--- src/ir_rx_pkg.sv ---
// Contract
// - each filtered pulse, timed on the base clock, is judged 0, 1 or error
// - base clock chosen from 1,8,16,32,64,128,256 cycles or the subclock
// - every eighth bit moves the shift register to receive data, sets byte flag
// - end-of-frame condition of the chosen format sets the end flag
// - any set flag with its enable set raises the single interrupt
// - in hold mode only a subclock base keeps running; interrupts release hold
// - direction bit picks lsb-first or msb-first shifting
// - shift register clears on stop, guide ok, first rise (fmt 2/3), byte move
// - receive data resets to 00, changed only by byte moves
// - 3-bit bit counter counts every accepted 0 or 1 bit
// - bit counter clears on stop, guide ok, or first rise in formats 2/3
// - formats 2 and 3 ignore guide prescale code and guide widths
// - 5-bit prescaler uses guide code in guide phase, data code otherwise
// - formats 0 to 2 prescale by 4, 8, 16 or 32 ticks
// - formats 3 and 4 prescale by 2, 4, 8 or 16 ticks
// - 5-bit width counter steps on each prescaler pulse to time pulses
// - zero width sets timing points 1 and 2, one width points 3 and 4
// - high-bits register supplies bit 4 of every 5-bit width
// - formats B and C expect stop bits, B takes repeat codes
// - A half guide ppm, E full guide manchester, D manchester no guide
// - a level counts only after four equal samples on base ticks
// - polarity bit inverts input; active level at start acts as start edge
// - clearing run stops the receiver, setting it waits for the first edge
package ir_rx_pkg;
  localparam int ADDR_W = 17;
  localparam logic [1:0] RESP_OKAY = 2'h0;
  localparam logic [1:0] RESP_SLVERR = 2'h2;
  // register indices; byte address is four times the index
  localparam logic [14:0] IDX_CONTROL = 15'h7f96;
  localparam logic [14:0] IDX_INTERRUPT = 15'h7f97;
  localparam logic [14:0] IDX_SHIFT = 15'h7f98;
  localparam logic [14:0] IDX_DATA = 15'h7f99;
  localparam logic [14:0] IDX_SETUP = 15'h7f9a;
  localparam logic [14:0] IDX_GUIDE_W = 15'h7f9b;
  localparam logic [14:0] IDX_ZERO_W = 15'h7f9c;
  localparam logic [14:0] IDX_ONE_W = 15'h7f9d;
  localparam logic [14:0] IDX_HIGH_W = 15'h7f9e;
  localparam logic [7:0] RST_BYTE = 8'h00;
  // receive_control fields
  localparam int CTL_RUN = 7;
  localparam int CTL_FMT_LSB = 4;
  localparam int CTL_POL = 3;
  localparam int CTL_CK_LSB = 0;
  // interrupt_flags_enables fields
  localparam int INT_GUIDE_FLAG = 7;
  localparam int INT_GUIDE_EN = 6;
  localparam int INT_ERR_FLAG = 5;
  localparam int INT_ERR_EN = 4;
  localparam int INT_BYTE_FLAG = 3;
  localparam int INT_BYTE_EN = 2;
  localparam int INT_END_FLAG = 1;
  localparam int INT_END_EN = 0;
  // bitcount_prescale_setup fields
  localparam int SET_GPR_LSB = 6;
  localparam int SET_DPR_LSB = 4;
  localparam int SET_HOLD = 3;
  // width_high_bits_direction fields
  localparam int XHW_DIR = 7;
  localparam int XHW_D1H = 5;
  localparam int XHW_D1L = 4;
  localparam int XHW_D0H = 3;
  localparam int XHW_D0L = 2;
  localparam int XHW_GPH = 1;
  localparam int XHW_GPL = 0;
  // formats
  localparam logic [2:0] FMT_A = 3'h0;
  localparam logic [2:0] FMT_B = 3'h1;
  localparam logic [2:0] FMT_C = 3'h2;
  localparam logic [2:0] FMT_D = 3'h3;
  localparam logic [2:0] FMT_E = 3'h4;
  localparam logic [2:0] CK_SUBCLOCK = 3'h6;
  localparam int FILTER_SAMPLES = 4;
  localparam logic [4:0] WIDTH_MAX = 5'h1f;
  localparam logic [5:0] WIDTH_TOL = 6'h01;
  typedef enum logic [2:0] {
    ST_IDLE, ST_WAIT, ST_GUIDE_HI, ST_GUIDE_LO, ST_DATA_HI, ST_DATA_LO, ST_MAN, ST_DONE
  } rx_state_e;
endpackage

--- src/infrared_remote_receiver.sv ---
// The implementer's own choice: the AXI4-Lite register port.
`timescale 1ns/1ps
module infrared_remote_receiver
  import ir_rx_pkg::*;
(
  input wire logic core_clk,
  input wire logic rst_n,
  input wire logic [ir_rx_pkg::ADDR_W-1:0] s_axi_awaddr,
  input wire logic s_axi_awvalid,
  output logic s_axi_awready,
  input wire logic [31:0] s_axi_wdata,
  input wire logic [3:0] s_axi_wstrb,
  input wire logic s_axi_wvalid,
  output logic s_axi_wready,
  output logic [1:0] s_axi_bresp,
  output logic s_axi_bvalid,
  input wire logic s_axi_bready,
  input wire logic [ir_rx_pkg::ADDR_W-1:0] s_axi_araddr,
  input wire logic s_axi_arvalid,
  output logic s_axi_arready,
  output logic [31:0] s_axi_rdata,
  output logic [1:0] s_axi_rresp,
  output logic s_axi_rvalid,
  input wire logic s_axi_rready,
  input wire logic remote_input_pin,
  input wire logic subclock_in,
  input wire logic low_power_hold,
  output logic irq
);
  import ir_rx_pkg::*;

  typedef struct packed {
    logic aw_seen;
    logic [14:0] aw_idx;
    logic w_seen;
    logic [7:0] w_byte;
    logic w_lane0;
    logic awready;
    logic wready;
    logic bvalid;
    logic [1:0] bresp;
    logic arready;
    logic rvalid;
    logic [31:0] rdata;
    logic [1:0] rresp;
    logic [7:0] control;
    logic [3:0] flags;
    logic [3:0] enables;
    logic [7:0] shift;
    logic [7:0] data;
    logic [2:0] bit_counter;
    logic [1:0] guide_prescale_code;
    logic [1:0] data_prescale_code;
    logic suspend_resume_flag;
    logic [7:0] gpw;
    logic [7:0] zw;
    logic [7:0] ow;
    logic [6:0] xhw;
    rx_state_e state;
    logic [7:0] div_cnt;
    logic sub_prev;
    logic [4:0] width_prescaler;
    logic [4:0] pulse_width_counter;
    logic [4:0] mark_w;
    logic at_mid;
    logic run_prev;
    logic irq;
  } rx_s;

  rx_s q, d;
  logic base_tick;
  logic filt_restart;
  logic filt_level;
  logic filt_rise;
  logic filt_fall;

  function automatic logic [5:0] presc_period(input logic [1:0] code, input logic [2:0] fmt);
    logic [5:0] p;
    p = 6'h04 << code;
    if (fmt == FMT_D || fmt == FMT_E) begin
      p = 6'h02 << code;
    end
    return p;
  endfunction

  // window of plus or minus one count around the programmed width
  function automatic logic near(input logic [4:0] meas, input logic [4:0] prog);
    return ({1'b0, meas} + WIDTH_TOL >= {1'b0, prog}) &&
           ({1'b0, meas} <= {1'b0, prog} + WIDTH_TOL);
  endfunction

  function automatic logic [7:0] base_div(input logic [2:0] ck);
    logic [7:0] v;
    case (ck)
      3'h0: v = 8'h07;
      3'h1: v = 8'h0f;
      3'h2: v = 8'h1f;
      3'h3: v = 8'h3f;
      3'h4: v = 8'h7f;
      3'h5: v = 8'hff;
      default: v = 8'h00;
    endcase
    return v;
  endfunction

  // base clock tick, from the divider flops or the live subclock_in and low_power_hold inputs, so the filter sees a clean strobe
  always_comb begin
    logic [2:0] ck;
    ck = q.control[CTL_CK_LSB +: 3];
    base_tick = 1'b0;
    if (q.control[CTL_RUN] && q.run_prev) begin
      if (ck == CK_SUBCLOCK) begin
        base_tick = q.sub_prev ^ subclock_in;
        base_tick = base_tick & subclock_in;
      end else if (!low_power_hold) begin
        // cycle clock is stopped in hold, so only the subclock keeps running
        base_tick = (q.div_cnt == base_div(ck));
      end
    end
  end

  assign filt_restart = q.control[CTL_RUN] & ~q.run_prev;

  ir_glitch_filter u_filter (
    .core_clk(core_clk),
    .rst_n(rst_n),
    .sample_tick(base_tick),
    .restart(filt_restart),
    .raw_in(remote_input_pin ^ q.control[CTL_POL]),
    .level(filt_level),
    .rise(filt_rise),
    .fall(filt_fall)
  );

  always_comb begin
    logic [2:0] fmt;
    logic edge_seen;
    logic guide_phase;
    logic presc_pulse;
    logic [5:0] period;
    logic emit;
    logic emit_val;
    logic clear_rx;
    logic [3:0] set_f;
    logic [3:0] keep_f;
    logic [7:0] nshift;
    logic [4:0] gp_hi, gp_lo, d0h, d0l, d1h, d1l;
    logic wr_go;
    logic [7:0] wb;
    fmt = q.control[CTL_FMT_LSB +: 3];
    edge_seen = filt_rise | filt_fall;
    emit = 1'b0;
    emit_val = 1'b0;
    clear_rx = 1'b0;
    set_f = 4'h0;
    keep_f = 4'hf;
    nshift = 8'h00;
    wr_go = 1'b0;
    wb = q.w_byte;
    gp_hi = {q.xhw[XHW_GPH], q.gpw[7:4]};
    gp_lo = {q.xhw[XHW_GPL], q.gpw[3:0]};
    d0h = {q.xhw[XHW_D0H], q.zw[7:4]};
    d0l = {q.xhw[XHW_D0L], q.zw[3:0]};
    d1h = {q.xhw[XHW_D1H], q.ow[7:4]};
    d1l = {q.xhw[XHW_D1L], q.ow[3:0]};
    d = q;
    d.run_prev = q.control[CTL_RUN];
    d.sub_prev = subclock_in;

    // base clock divider
    if (!q.control[CTL_RUN] || q.div_cnt == base_div(q.control[CTL_CK_LSB +: 3])) begin
      d.div_cnt = 8'h00;
    end else if (!low_power_hold) begin
      d.div_cnt = q.div_cnt + 8'h01;
    end

    // prescaler and pulse width counter
    guide_phase = (q.state == ST_GUIDE_HI || q.state == ST_GUIDE_LO) &&
                  fmt != FMT_C && fmt != FMT_D;
    period = presc_period(guide_phase ? q.guide_prescale_code : q.data_prescale_code, fmt);
    presc_pulse = base_tick && (q.width_prescaler == 5'(period - 6'h01));
    if (edge_seen || q.state == ST_WAIT) begin
      d.width_prescaler = 5'h00;
      d.pulse_width_counter = 5'h00;
    end else begin
      if (base_tick) begin
        d.width_prescaler = presc_pulse ? 5'h00 : q.width_prescaler + 5'h01;
      end
      if (presc_pulse && q.pulse_width_counter != WIDTH_MAX) begin
        d.pulse_width_counter = q.pulse_width_counter + 5'h01;
      end
    end

    case (q.state)
      ST_IDLE: begin
        if (q.control[CTL_RUN]) begin
          d.state = ST_WAIT;
        end
      end
      ST_WAIT: begin
        if (filt_rise) begin
          if (fmt == FMT_C || fmt == FMT_D) begin
            clear_rx = 1'b1;
            d.at_mid = 1'b1;
            d.state = (fmt == FMT_C) ? ST_DATA_HI : ST_MAN;
          end else begin
            d.state = ST_GUIDE_HI;
          end
        end
      end
      ST_GUIDE_HI: begin
        if (filt_fall) begin
          if (!near(q.pulse_width_counter, gp_hi)) begin
            set_f[2] = 1'b1;
            d.state = ST_WAIT;
          end else if (fmt == FMT_A) begin
            // half clock guide: only the mark is judged
            set_f[3] = 1'b1;
            clear_rx = 1'b1;
            d.state = ST_GUIDE_LO;
          end else begin
            d.state = ST_GUIDE_LO;
          end
        end else if (q.pulse_width_counter == WIDTH_MAX) begin
          set_f[2] = 1'b1;
          d.state = ST_WAIT;
        end
      end
      ST_GUIDE_LO: begin
        if (filt_rise) begin
          if (fmt == FMT_A) begin
            d.state = ST_DATA_HI;
          end else if (near(q.pulse_width_counter, gp_lo)) begin
            set_f[3] = 1'b1;
            clear_rx = 1'b1;
            d.at_mid = 1'b1;
            d.state = (fmt == FMT_E) ? ST_MAN : ST_DATA_HI;
          end else begin
            set_f[2] = 1'b1;
            d.state = ST_WAIT;
          end
        end else if (q.pulse_width_counter == WIDTH_MAX) begin
          set_f[2] = 1'b1;
          d.state = ST_WAIT;
        end
      end
      ST_DATA_HI: begin
        if (filt_fall) begin
          d.mark_w = q.pulse_width_counter;
          d.state = ST_DATA_LO;
        end else if (q.pulse_width_counter == WIDTH_MAX) begin
          set_f[0] = 1'b1;
          d.state = ST_DONE;
        end
      end
      ST_DATA_LO: begin
        if (filt_rise) begin
          d.state = ST_DATA_HI;
          if (near(q.mark_w, d0h) && near(q.pulse_width_counter, d0l)) begin
            emit = 1'b1;
          end else if (near(q.mark_w, d1h) && near(q.pulse_width_counter, d1l)) begin
            emit = 1'b1;
            emit_val = 1'b1;
          end else begin
            set_f[2] = 1'b1;
            d.state = ST_WAIT;
          end
        end else if (q.pulse_width_counter == WIDTH_MAX) begin
          // stop mark or repeat code ends in a long space
          set_f[0] = 1'b1;
          d.state = ST_DONE;
        end
      end
      ST_MAN: begin
        if (edge_seen) begin
          if (near(q.pulse_width_counter, d0l)) begin
            d.at_mid = ~q.at_mid;
            emit = ~q.at_mid;
            emit_val = filt_level;
          end else if (near(q.pulse_width_counter, d1l) && q.at_mid) begin
            emit = 1'b1;
            emit_val = filt_level;
          end else begin
            set_f[2] = 1'b1;
            d.state = ST_WAIT;
          end
        end else if (q.pulse_width_counter == WIDTH_MAX) begin
          set_f[0] = 1'b1;
          d.state = ST_DONE;
        end
      end
      ST_DONE: begin
        // suspend flag parks the receiver until software clears it
        if (!q.suspend_resume_flag) begin
          d.state = ST_WAIT;
        end
      end
      default: begin
        d.state = ST_IDLE;
      end
    endcase

    if (clear_rx) begin
      d.shift = 8'h00;
      d.bit_counter = 3'h0;
    end
    if (emit) begin
      // the unused bit 6 is not stored, so direction sits one place lower in the copy
      nshift = q.xhw[XHW_DIR - 1] ? {q.shift[6:0], emit_val} : {emit_val, q.shift[7:1]};
      d.shift = nshift;
      d.bit_counter = q.bit_counter + 3'h1;
      if (q.bit_counter == 3'h7) begin
        d.data = nshift;
        d.shift = 8'h00;
        set_f[1] = 1'b1;
      end
    end
    if (!q.control[CTL_RUN]) begin
      d.state = ST_IDLE;
      d.shift = 8'h00;
      d.bit_counter = 3'h0;
      d.at_mid = 1'b0;
    end

    // AXI4-Lite write path
    if (s_axi_awvalid && q.awready) begin
      d.aw_seen = 1'b1;
      d.aw_idx = s_axi_awaddr[ADDR_W-1:2];
    end
    if (s_axi_wvalid && q.wready) begin
      d.w_seen = 1'b1;
      d.w_byte = s_axi_wdata[7:0];
      d.w_lane0 = s_axi_wstrb[0];
    end
    if (q.bvalid && s_axi_bready) begin
      d.bvalid = 1'b0;
    end
    if (q.aw_seen && q.w_seen && !q.bvalid) begin
      wr_go = q.w_lane0;
      d.aw_seen = 1'b0;
      d.w_seen = 1'b0;
      d.bvalid = 1'b1;
      d.bresp = RESP_OKAY;
      case (q.aw_idx)
        IDX_CONTROL: begin
          if (wr_go) begin
            d.control = wb;
          end
        end
        IDX_INTERRUPT: begin
          if (wr_go) begin
            keep_f = {wb[INT_GUIDE_FLAG], wb[INT_ERR_FLAG], wb[INT_BYTE_FLAG], wb[INT_END_FLAG]};
            d.enables = {wb[INT_GUIDE_EN], wb[INT_ERR_EN], wb[INT_BYTE_EN], wb[INT_END_EN]};
          end
        end
        IDX_SETUP: begin
          if (wr_go) begin
            d.guide_prescale_code = wb[SET_GPR_LSB +: 2];
            d.data_prescale_code = wb[SET_DPR_LSB +: 2];
            d.suspend_resume_flag = wb[SET_HOLD];
          end
        end
        IDX_GUIDE_W: d.gpw = wr_go ? wb : q.gpw;
        IDX_ZERO_W: d.zw = wr_go ? wb : q.zw;
        IDX_ONE_W: d.ow = wr_go ? wb : q.ow;
        IDX_HIGH_W: d.xhw = wr_go ? {wb[7], wb[5:0]} : q.xhw;
        IDX_SHIFT, IDX_DATA: d.bresp = RESP_OKAY;
        default: d.bresp = RESP_SLVERR;
      endcase
    end
    d.awready = ~d.aw_seen & ~d.bvalid;
    d.wready = ~d.w_seen & ~d.bvalid;

    // set beats a same-cycle clear
    d.flags = (q.flags & keep_f) | set_f;
    d.irq = |(d.flags & d.enables);

    // AXI4-Lite read path
    if (q.rvalid && s_axi_rready) begin
      d.rvalid = 1'b0;
    end
    if (s_axi_arvalid && q.arready) begin
      d.rvalid = 1'b1;
      d.rresp = RESP_OKAY;
      d.rdata = 32'h0000_0000;
      case (s_axi_araddr[ADDR_W-1:2])
        IDX_CONTROL: d.rdata[7:0] = q.control;
        IDX_INTERRUPT: d.rdata[7:0] = {q.flags[3], q.enables[3], q.flags[2], q.enables[2],
                                       q.flags[1], q.enables[1], q.flags[0], q.enables[0]};
        IDX_SHIFT: d.rdata[7:0] = q.shift;
        IDX_DATA: d.rdata[7:0] = q.data;
        IDX_SETUP: d.rdata[7:0] = {q.guide_prescale_code, q.data_prescale_code,
                                   q.suspend_resume_flag, q.bit_counter};
        IDX_GUIDE_W: d.rdata[7:0] = q.gpw;
        IDX_ZERO_W: d.rdata[7:0] = q.zw;
        IDX_ONE_W: d.rdata[7:0] = q.ow;
        IDX_HIGH_W: d.rdata[7:0] = {q.xhw[6], 1'b0, q.xhw[5:0]};
        default: d.rresp = RESP_SLVERR;
      endcase
    end
    d.arready = ~d.rvalid;
  end

  always_ff @(posedge core_clk or negedge rst_n) begin
    if (!rst_n) begin
      q <= '0;
      q.control <= RST_BYTE;
      q.state <= ST_IDLE;
    end else begin
      q <= d;
    end
  end

  assign s_axi_awready = q.awready;
  assign s_axi_wready = q.wready;
  assign s_axi_bresp = q.bresp;
  assign s_axi_bvalid = q.bvalid;
  assign s_axi_arready = q.arready;
  assign s_axi_rdata = q.rdata;
  assign s_axi_rresp = q.rresp;
  assign s_axi_rvalid = q.rvalid;
  assign irq = q.irq;
endmodule

--- src/ir_glitch_filter.sv ---
`timescale 1ns/1ps
module ir_glitch_filter
  import ir_rx_pkg::*;
(
  input wire logic core_clk,
  input wire logic rst_n,
  input wire logic sample_tick,
  input wire logic restart,
  input wire logic raw_in,
  output logic level,
  output logic rise,
  output logic fall
);
  typedef struct packed {
    logic samp;
    logic [1:0] cnt;
    logic level;
    logic rise;
    logic fall;
  } filt_s;

  filt_s q, d;

  always_comb begin
    d = q;
    d.rise = 1'b0;
    d.fall = 1'b0;
    if (restart) begin
      // back to idle so an already active input reads as a start edge
      d.level = 1'b0;
      d.samp = 1'b0;
      d.cnt = 2'h0;
    end else if (sample_tick) begin
      if (raw_in != q.samp) begin
        d.samp = raw_in;
        d.cnt = 2'h0;
      end else if (q.cnt != 2'(FILTER_SAMPLES - 1)) begin
        d.cnt = q.cnt + 2'h1;
      end
      if (raw_in == q.samp && d.cnt == 2'(FILTER_SAMPLES - 1) && raw_in != q.level) begin
        d.level = raw_in;
        d.rise = raw_in;
        d.fall = ~raw_in;
      end
    end
  end

  always_ff @(posedge core_clk or negedge rst_n) begin
    if (!rst_n) begin
      q <= '0;
    end else begin
      q <= d;
    end
  end

  assign level = q.level;
  assign rise = q.rise;
  assign fall = q.fall;
endmodule

--- config.mk ---
export PLATFORM = sky130hd
export DESIGN_NAME = infrared_remote_receiver
export DESIGN_NICKNAME = d
export VERILOG_FILES = /design/src/ir_rx_pkg.sv /design/src/infrared_remote_receiver.sv /design/src/ir_glitch_filter.sv
export SDC_FILE = /design/constraint.sdc
export NUM_CORES = 1
export LEC_CHECK = 0
export ABC_AREA = 1
export BUFFER_PORTS_ARGS = -buffer_cell sky130_fd_sc_hd__buf_2
export CORE_ASPECT_RATIO = 0.5
export CORE_MARGIN = 8
export CORE_UTILIZATION = 35
export DETAILED_ROUTE_END_ITERATION = 10
export GPL_TIMING_DRIVEN = 1
export MAX_ROUTING_LAYER = met4
export PLACE_DENSITY_LB_ADDON = 0.12
export SKIP_CTS_REPAIR_TIMING = 1
export SYNTH_ARGS = -nofsm -noshare
export SYNTH_HDL_FRONTEND = slang
export SYNTH_SLANG_ARGS = --single-unit
--- constraint.sdc ---
create_clock -name core_clk -period 3.1 [get_ports core_clk]
set_input_delay 0.775 -clock core_clk [delete_from_list [all_inputs] [get_ports core_clk]]
set_output_delay 0.775 -clock core_clk [all_outputs]
set_load 0.02 [all_outputs]
-- Word-level counts from Yosys, hierarchy flattened
Index checks and enable logic that the tools add are counted.
- add/sub/neg operators: 14
- multipliers: 0
- divide/modulo/power cells: 0
- magnitude comparators: 12
- equal/unequal tests: 60
- shifts and indexed selects: 2
- mux-type cells: 121
- bitwise gates (word level): 17
- reduce and logical (&&, ||, !) cells: 53
- operators by type and width (kind ; number):
    15-bit == test (second input constant) ; 18
    8-bit case mux with 9 select lines ; 1
    8-bit two-way mux ; 8
    3-bit two-way mux ; 21
    1-bit two-way mux ; 52
    5-bit by 1-bit adder with 6-bit output (second input constant) ; 8
    8-bit case mux with 6 select lines ; 1
    6-bit by 5-bit greater-or-equal comparator with 1-bit output ; 6
    5-bit by 6-bit <= comparator with 1-bit output ; 6
    35-bit two-way mux ; 1
    16-bit two-way mux ; 2
    4-bit two-way mux ; 7
    3-bit == test (second input constant) ; 9
    2-bit two-way mux ; 12
    3-bit case mux with 8 select lines ; 1
    1-bit logical AND ; 23
    10-bit two-way mux ; 2
    5-bit two-way mux ; 4
    19-bit two-way mux ; 1
    3-bit by 2-bit == test with 1-bit output (second input constant) ; 6
    3-bit by 2-bit != test with 1-bit output (second input constant) ; 6
    3-bit AND reduction ; 6
    9-bit OR reduction ; 2
    8-bit == test ; 2
    other kinds (38) ; 74
- register bits: 150
- latch bits: 0
- bits in writable memories: 0
- ROM bits: 0
- bits of input ports: 80
- logic and storage cells: 319
- memories: 0

-- Logic depth before layout (Yosys ltp)
Gate-level depths: netlist (run 1).
- depth after elaboration: 17
- depth in mapped cells: 21
- depth with buffers taken out: 20

-- Cells and area by module
From an unflattened synthesis (run 1), not the netlist that was laid out.
- cells, all modules: 1338
- area, all modules: 9963.3 µm²
- by module, submodules not included (module ; times used ; cells each ; area an instance (µm²) ; seq. area each (µm²)):
    infrared_remote_receiver ; 1 ; 1300 ; 9669.3 ; 3553.4
    ir_glitch_filter ; 1 ; 38 ; 294.0 ; 150.1

-- Worst setup path after synthesis (run 1)
Ideal clock, no wire load.
- path type: register to register
- from: register q[29] in the netlist's numbering
- to: register q[12] in the netlist's numbering
- library setup time: 0.119 ns
- arrival time: 2.477 ns
- data required time: 2.981 ns
- setup slack: 0.504 ns
- cell stages (with the launch flop): 18
- buffers on the path: 0
- period minus slack after synthesis: 2.596 ns
- cell sequence: dfrtp_1 -> inv_2 -> nand3_2 -> nand2_4 -> nand2_4 -> o21ai_0 -> inv_1 -> ha_1 -> nand2_1 -> ha_1 -> a21oi_1 -> o21ai_0 -> a21oi_2 -> nand2_2 -> nor2_8 -> nand2_4 -> nand3_1 -> nand2_1
- word-level cells in the longest chain between the ends: 12
- RTL lines (item ; RTL line ; RTL):
    start: declaration ; infrared_remote_receiver.sv:70 ; rx_s q, d;
    3-bit by 2-bit == test with 1-bit output ; infrared_remote_receiver.sv:178 ; guide_phase = (q.state == ST_GUIDE_HI || q.state == ST_GUIDE_LO) &&
    1-bit logical OR ; infrared_remote_receiver.sv:178 ;
    1-bit logical AND ; infrared_remote_receiver.sv:178 ;
    1-bit logical AND ; infrared_remote_receiver.sv:179 ; fmt != FMT_C && fmt != FMT_D;
    2-bit two-way mux ; infrared_remote_receiver.sv:180 ; period = presc_period(guide_phase ? q.guide_prescale_code : q.data_prescale_code, fmt);
    3-bit by 2-bit left shift with 5-bit output or 2-bit by 2-bit left shift with 5-bit output (tied branches) ; infrared_remote_receiver.sv:79, infrared_remote_receiver.sv:81 ;
    5-bit two-way mux ; infrared_remote_receiver.sv:80 ; if (fmt == FMT_D || fmt == FMT_E) begin
    5-bit by 1-bit subtractor with 5-bit output ; infrared_remote_receiver.sv:181 ; presc_pulse = base_tick && (q.width_prescaler == 5'(period - 6'h01));
    5-bit == test ; infrared_remote_receiver.sv:181 ;
    1-bit logical AND ; infrared_remote_receiver.sv:181 ;
    1-bit logical AND ; infrared_remote_receiver.sv:189 ; if (presc_pulse && q.pulse_width_counter != WIDTH_MAX) begin
    2-bit nonzero test (no line) ; -- ;
Several ways; a longest one is shown, not always the timed one.
A chain may end at the register's enable or synchronous reset.

-- Final worst setup path (run 1)
- from: register q[9] in the netlist's numbering
- to: register q[78] in the netlist's numbering
- word-level cells in the longest chain between the ends: 10
- RTL lines (item ; RTL line ; RTL):
    5-bit by 1-bit adder with 6-bit output ; infrared_remote_receiver.sv:88 ; return ({1'b0, meas} + WIDTH_TOL >= {1'b0, prog}) &&
    6-bit by 5-bit greater-or-equal comparator with 1-bit output ; infrared_remote_receiver.sv:88 ;
    1-bit logical AND ; infrared_remote_receiver.sv:88 ;
    1-bit logical AND (on tied branches) ; infrared_remote_receiver.sv:280, infrared_remote_receiver.sv:261 ;
    1-bit two-way mux (on tied branches) ; infrared_remote_receiver.sv:280, infrared_remote_receiver.sv:261 ;
    1-bit two-way mux (on tied branches) ; infrared_remote_receiver.sv:276, infrared_remote_receiver.sv:259 ;
    1-bit two-way mux (on tied branches) ; infrared_remote_receiver.sv:275, infrared_remote_receiver.sv:257 ;
    1-bit case mux with 2 select lines ; infrared_remote_receiver.sv:194 ; case (q.state)
    19-bit two-way mux ; infrared_remote_receiver.sv:307 ; if (emit) begin
    8-bit two-way mux ; infrared_remote_receiver.sv:318 ; if (!q.control[CTL_RUN]) begin
Several ways; a longest one is shown, not always the timed one.

==> impl_metrics.py, run 1 <==
metrics = {
    "layout": {
        "n_antenna_cell": 0,
        "layout.cells.most_common_list": "349 x nand2_1, 174 x inv_1, 148 x dfrtp_1, 104 x o21ai_0, 80 x nand3_1",
        "areaGrowthSynthToFinish_pct": 13.5,
        "final_nets": 1542,
        "share_of_layout_cells_above_drive_strength_1": 0.134,
        "final_cell_count_no_fill": 1781,
        "layout.cells.most_common": "nand2_1",
    },
    "logic_synthesis": {
        "synth_top_flop_cell": "dfrtp_1",
        "synth_seq_cells": 148,
        "combinational_family_with_the_most_area_after_synthesis": "simple AND/OR/NAND/NOR gates",
        "yosys_warnings": 0,
        "postSynth.asyncResetShare": 1.00,
        "post_synth_instance_area_sq_um": 9880,
        "netlist_instances": 1305,
        "synthMuxAreaShare": 0.00228,
        "synth.distinct_cells": 50,
        "synth_edf_count": 0,
        "yosys-top-cells-area": "dfrtp_1 37%, nand2_1 13%, ha_1 9.6%, inv_1 6.6%, o21ai_0 5.3%",
        "synth-xor-area-share": 0.0319,
        "synthAdderAreaFrac": 0.0962,
        "syn-mean-instance-area_sq_um": 7.57,
        "synth_simple_gate_area_frac": 0.271,
        "synth_sequential_area_ratio": 0.375,
        "synth.largest_area_cell": "dfrtp_1",
        "synth_compound_gate_area_share": 0.115,
        "netlist.area_leader.share": 0.375,
    },
    "drt": {
        "route.antenna.remaining_nets": 0,
        "drt-total-wl_um": 29300,
        "drt_first_iter_violations": 577,
        "drt_first_pass_iters": 5,
        "vias": 8578,
        "via_per_inst": 4.82,
        "detail_route.wl_per_cell_um": 16.5,
        "drc": 0,
    },
    "setup_path": {
        "startpoint": "q[9]",
        "regToRegStartpoint": "q[9]",
        "worstSetupPathType": "reg -> reg",
        "reg2regPathDepth": 16,
        "critPathMostFrequentCell": "nand2_1",
        "cpPeakStageDelay_ns": 0.44,
        "cp_num_cells": 16,
        "critical_path.startpoint_type": "flop",
        "rr_endpoint": "q[78]",
        "critPathRequiredTime_ns": 3.48,
        "worst-path-buf-inv": 1,
        "path_cells": "ha_1 > nand2_1 > nor2_1 > ha_1 > ha_1 > nand2_1 > buf_4 > a21oi_2 > nand2_2 > nand2_4 > nand3_4 > nand2_4 > nand2_2 > nor2_4 > nand2_1 > nand2_1",
        "crit_path_max_fanout": 8,
        "critPathTopFamily": "simple AND/OR/NAND/NOR gates",
        "arrival_ns": 3.26,
        "crit_path_top_delay_cell": "dfrtp_1",
        "worst_setup_path_end_kind": "flop",
        "worstSetupEndpoint": "q[78]",
        "reg2reg_setup_slack_ns": 0.22,
    },
    "timing": {
        "finalHoldViolations": 0,
        "finalSetupViolations": 0,
        "slew_worst_pin_ns": 0.785,
        "layout_worst_path_cycle_share": 0.928,
        "timing.slew.headroom": 0.475,
        "fmaxAchievable_mhz": 348,
        "final.setup_skew_ns": 0.0126,
        "unrepaired_setup_endpoints_after_global_routing": "false",
        "setup_tns_ns": 0,
        "slew_viol_final": 0,
        "layout_min_cycle_time_ns": 2.88,
    },
    "clock_tree": {
        "cts_tree": "yes",
        "ctsLongestPathBuffers": 2,
        "cts_h_tree_depth": 4,
        "clock_insertion_delay_worst_skew_ns": 0.45,
        "clk_root_buffer_cell": "clkbuf_16",
        "cts_sink_count": 148,
        "cts_inserted_buffers": 17,
        "clkTransAtPathRegs_ns": 0.06,
    },
    "placement": {
        "port_buffers": 64,
        "place_hpwl_um": 23000,
        "place.detailed.instances": 1749,
        "gp_routability_congestion": 0.953,
    },
    "floorplanning": {
        "placeable_core_region_sq_um": 27800,
        "die_area_sq_um": 34200,
        "die_width_um": 254,
        "initial_utilization": 0.356,
        "fp-row-count": 43,
        "die_h_um": 135,
        "boundaryPins": 122,
    },
    "power": {
        "largest_vdd_supply_drop_mv": 0.416,
        "power-per-cell-area_nw_per_um2": 447,
        "static-leakage-power_nw": 5.55,
    },
    "min_path": {
        "hp-class": "in -> async",
    },
    "grt": {
        "pin_count_of_the_biggest_net_entering_global_routing": 63,
        "number_of_antenna_violations_at_the_first_check_in_global_routing": 1,
        "grtUsageTotal": 0.180,
        "grt_first_pass_wirelength_um": 46000,
        "grt_overflow_total": 0,
        "grt_pass1_vias": 8258,
    },
    "flow_run": {
        "max_cap_viol_count": 0,
    },
    "status": {
        "outcome": "completed",
    },
}
## power breakdown
part | leakage [nW] | internal, mW | switching [mW]
clock network | 0.259 | 1.12 | 0.887
logic | 3.29 | 0.172 | 0.572
registers | 2.01 | 2.13 | 0.129
## cell usage after synthesis (8+ instances only)
| cell type | instances |
|---|---|
| nor4_1 | 8 |
| nor2_1 | 71 |
| o22ai_1 | 22 |
| nand2_4 | 8 |
| nand3_1 | 80 |
| dfrtp_1 | 148 |
| inv_2 | 8 |
| nor3_1 | 13 |
| nand4_1 | 25 |
| inv_1 | 174 |
| buf_4 | 37 |
| o21ai_1 | 12 |
| xnor2_1 | 9 |
| clkbuf_1 | 13 |
| nand2_1 | 349 |
| nand2_2 | 15 |
| ha_1 | 76 |
| a21oi_1 | 35 |
| xor2_1 | 27 |
| o21ai_0 | 105 |
## metrics by stage
| stage | cell area (sq um) | worst slack [ns] | hold WS (ns) | utilization | power, mW |
|---|---|---|---|---|---|
| 4_1_cts | 11200 | 0.168 | 0.174 | 0.404 | 5.09 |
| 2_1_floorplan | 9980 | 0.504 | 0.390 | - | 2.68 |
| 3_5_place_dp | 10700 | 0.202 | 0.458 | 0.384 | 3.04 |
| 6_report | 11200 | 0.224 | 0.195 | 0.404 | 5.01 |
| 5_1_grt | 11200 | 0.0390 | 0.189 | 0.404 | 5.27 |
| 3_3_place_gp | 10700 | 0.244 | 0.443 | 0.384 | 3.03 |
## logic make-up after synthesis
logic type | Yosys count
and+or+nand+nor | 596
buffers and inverters | 243
AOI/OAI and AO/OA | 203
DFF | 148
adders and majority gates | 76
xor gates and xnor gates | 36
muxes | 2
other | 1
## routing by layer
| metal | wire length (um) | track usage | up-vias |
|---|---|---|---|
| met2 | 12400 | 0.264 | 199 |
| met1 | 14900 | 0.249 | 3998 |
| met3 | 1560 | 0.0401 | 33 |
| met4 | 395 | 0.0471 | 0 |
| met5 | 0 | - | - |
| li1 | - | - | 4348 |
## cell type report
type	instances	area, sq um
flip-flops and latches	148	3700
inverters	187	709
well taps	382	478
repair buffers	93	569
clock inverters	12	105
fillers	2894	16500
clock buffers	20	447
multi-input cells	939	5200
## how the worst min path moves through the flow
stage | slack (ns) | endpoint | start | cells past startpoint
floorplan | 0.39 | q[1] | d[1] | 0
global placement | 0.44 | s_axi_arready | s_axi_rvalid | 1
detailed placement | 0.46 | s_axi_arready | s_axi_rvalid | 1
CTS | 0.17 | q[162] | rst_n | 1
global route | 0.19 | q[162] | rst_n | 1
finish | 0.19 | q[162] | rst_n | 1
## sequential cells by signal, indices dropped and copies added (netlist names)
register and cells:
u_filter.fall 1, s_axi_rdata 8, s_axi_rvalid 1, s_axi_awready 1, u_filter.rise 1, s_axi_wready 1
s_axi_bresp 1, s_axi_arready 1, u_filter.q 3, u_filter.level 1, s_axi_bvalid 1, irq 1
s_axi_rresp 1, q 125, d 1
(Power assumes the default switching activity.)
==> inputs of run 2 (changes only) <==
- CORE_MARGIN: 8 -> 2
- PLACE_DENSITY_LB_ADDON: 0.12 -> unset
==> run 2 against run 1 <==
  * Final area grew 0.45%
  * Sequential share of layout area shrank 0.14 points
  * Global-route usage grew 2.3 points
  * Setup slack lost 0.042 ns
==> impl_metrics.py, run 2 (synthesis results as in run 1) <==
metrics = {
    "timing": {
        "timing.slew.headroom": 0.430,
        "setup_tns_ns": 0,
        "finalSetupViolations": 0,
        "hold-worst-slack_ns": 0.299,
        "final.setup_skew_ns": 0.0198,
        "finalHoldViolations": 0,
        "layout_worst_path_cycle_share": 0.941,
        "slew_viol_final": 0,
        "layout_min_cycle_time_ns": 2.92,
        "fmaxAchievable_mhz": 343,
        "slew_worst_pin_ns": 0.852,
        "unrepaired_setup_endpoints_after_global_routing": "false",
    },
    "clock_tree": {
        "ctsLongestPathBuffers": 2,
        "clkTransAtPathRegs_ns": 0.07,
        "cts_h_tree_depth": 4,
        "cts_sink_count": 148,
        "cts_tree": "yes",
        "clock_insertion_delay_worst_skew_ns": 0.45,
        "clk_root_buffer_cell": "clkbuf_16",
        "cts_inserted_buffers": 17,
    },
    "grt": {
        "pin_count_of_the_biggest_net_entering_global_routing": 57,
        "grt_overflow_total": 0,
        "number_of_antenna_violations_at_the_first_check_in_global_routing": 0,
        "grtUsageTotal": 0.203,
        "grt_pass1_vias": 8255,
        "grt_first_pass_wirelength_um": 44900,
    },
    "floorplanning": {
        "die_area_sq_um": 29700,
        "placeable_core_region_sq_um": 27800,
        "die_h_um": 123,
        "boundaryPins": 122,
        "initial_utilization": 0.356,
        "fp-row-count": 43,
        "die_width_um": 242,
    },
    "status": {
        "outcome": "completed",
    },
    "setup_path": {
        "arrival_ns": 3.30,
        "critPathRequiredTime_ns": 3.48,
        "critical_path.startpoint_type": "flop",
        "crit_path_max_fanout": 8,
        "worst_setup_path_end_kind": "flop",
        "worstSetupPathType": "reg -> reg",
        "reg2reg_setup_slack_ns": 0.18,
    },
    "min_path": {
        "hp-class": "in -> async",
    },
    "layout": {
        "share_of_layout_cells_above_drive_strength_1": 0.135,
        "layout.cells.most_common": "nand2_1",
        "layout.cells.most_common_list": "349 x nand2_1, 174 x inv_1, 147 x dfrtp_1, 104 x o21ai_0, 80 x nand3_1",
        "multi_input_area_sq_um": 5210,
        "n_antenna_cell": 0,
        "layout.filler_cells": 2867,
        "final_nets": 1537,
        "area.sequential_sq_um": 3700,
        "largest-register": "q",
        "areaGrowthSynthToFinish_pct": 14.0,
        "largest_register_ffs": 125,
        "post-route-cell-area_sq_um": 11300,
        "final_cell_count_no_fill": 1776,
    },
    "drt": {
        "drc": 0,
        "vias": 8762,
        "detail_route.wl_per_cell_um": 15.8,
        "route.antenna.remaining_nets": 0,
        "via_per_inst": 4.93,
        "drt_first_iter_violations": 795,
        "drt-total-wl_um": 28000,
        "drt_first_pass_iters": 5,
    },
    "flow_run": {
        "max_cap_viol_count": 0,
    },
    "placement": {
        "gp_routability_congestion": 0.952,
        "placement.cell_area_sq_um": 10600,
        "place.detailed.instances": 1744,
        "port_buffers": 64,
        "place_hpwl_um": 21900,
    },
    "power": {
        "static-leakage-power_nw": 5.57,
        "power-per-cell-area_nw_per_um2": 468,
        "largest_vdd_supply_drop_mv": 0.466,
    },
}
-- run 2: area by class of cell --
type	instances	share of cell area
inverter	187	0.0630
tap	382	0.0424
multi-input combinational	939	0.463
sequential	148	0.329
clock inverter	15	0.0170
clock buffer	17	0.0378
timing repair buffer	88	0.0483
-- run 2: power by group --
part           switching (mW)  internal [mW]  total, mW
Clock                   0.959           1.29       2.25
Combinational           0.562          0.191      0.753
Sequential              0.146           2.13       2.27
-- run 2: worst max-delay path, stage by stage (launching register included) --
cell and delay (ns):
dfrtp_1 0.44, ha_1 0.25, nand3_1 0.10, xor2_1 0.18, ha_1 0.27, nand3_1 0.15
nor2_1 0.08, nor2_2 0.16, nor2_1 0.08, a21oi_2 0.22, nand2_2 0.13, nand2_4 0.10
nand3_4 0.07, nand2_4 0.08, buf_4 0.10, nand2_2 0.07, nor2_4 0.21, nand2_1 0.08
nand2_1 0.07
-- run 2: layer usage --
layer / GRT usage / wire [um] / share of wire
met1: 0.281 / 14000 / 0.50
met2: 0.299 / 11800 / 0.42
met3: 0.0431 / 1700 / 0.061
met4: 0.0583 / 474 / 0.017
met5: - / 0 / 0
-- run 2: path summary, 6_finish.rpt --
path	startpoint	endpoint	depth (start not counted)
min in group core_clk	subclock_in	q[18]	1
worst max register to register	q[45]	q[78]	18
worst min register to register	s_axi_rvalid	s_axi_arready	1
worst max-delay path	q[45]	q[78]	18
worst min-delay path	rst_n	q[44]	1
max in group asynchronous	rst_n	u_filter.rise	2
-- run 2: through the flow --
stage                     worst slack, ns  utilization  power (mW)
final                               0.182        0.406        5.27
after global routing               0.0122        0.406        5.52
after CTS                           0.160        0.405        5.32
after detailed placement            0.187        0.383        3.05
after global placement              0.199        0.383        3.03
after floorplan                     0.504            -        2.68
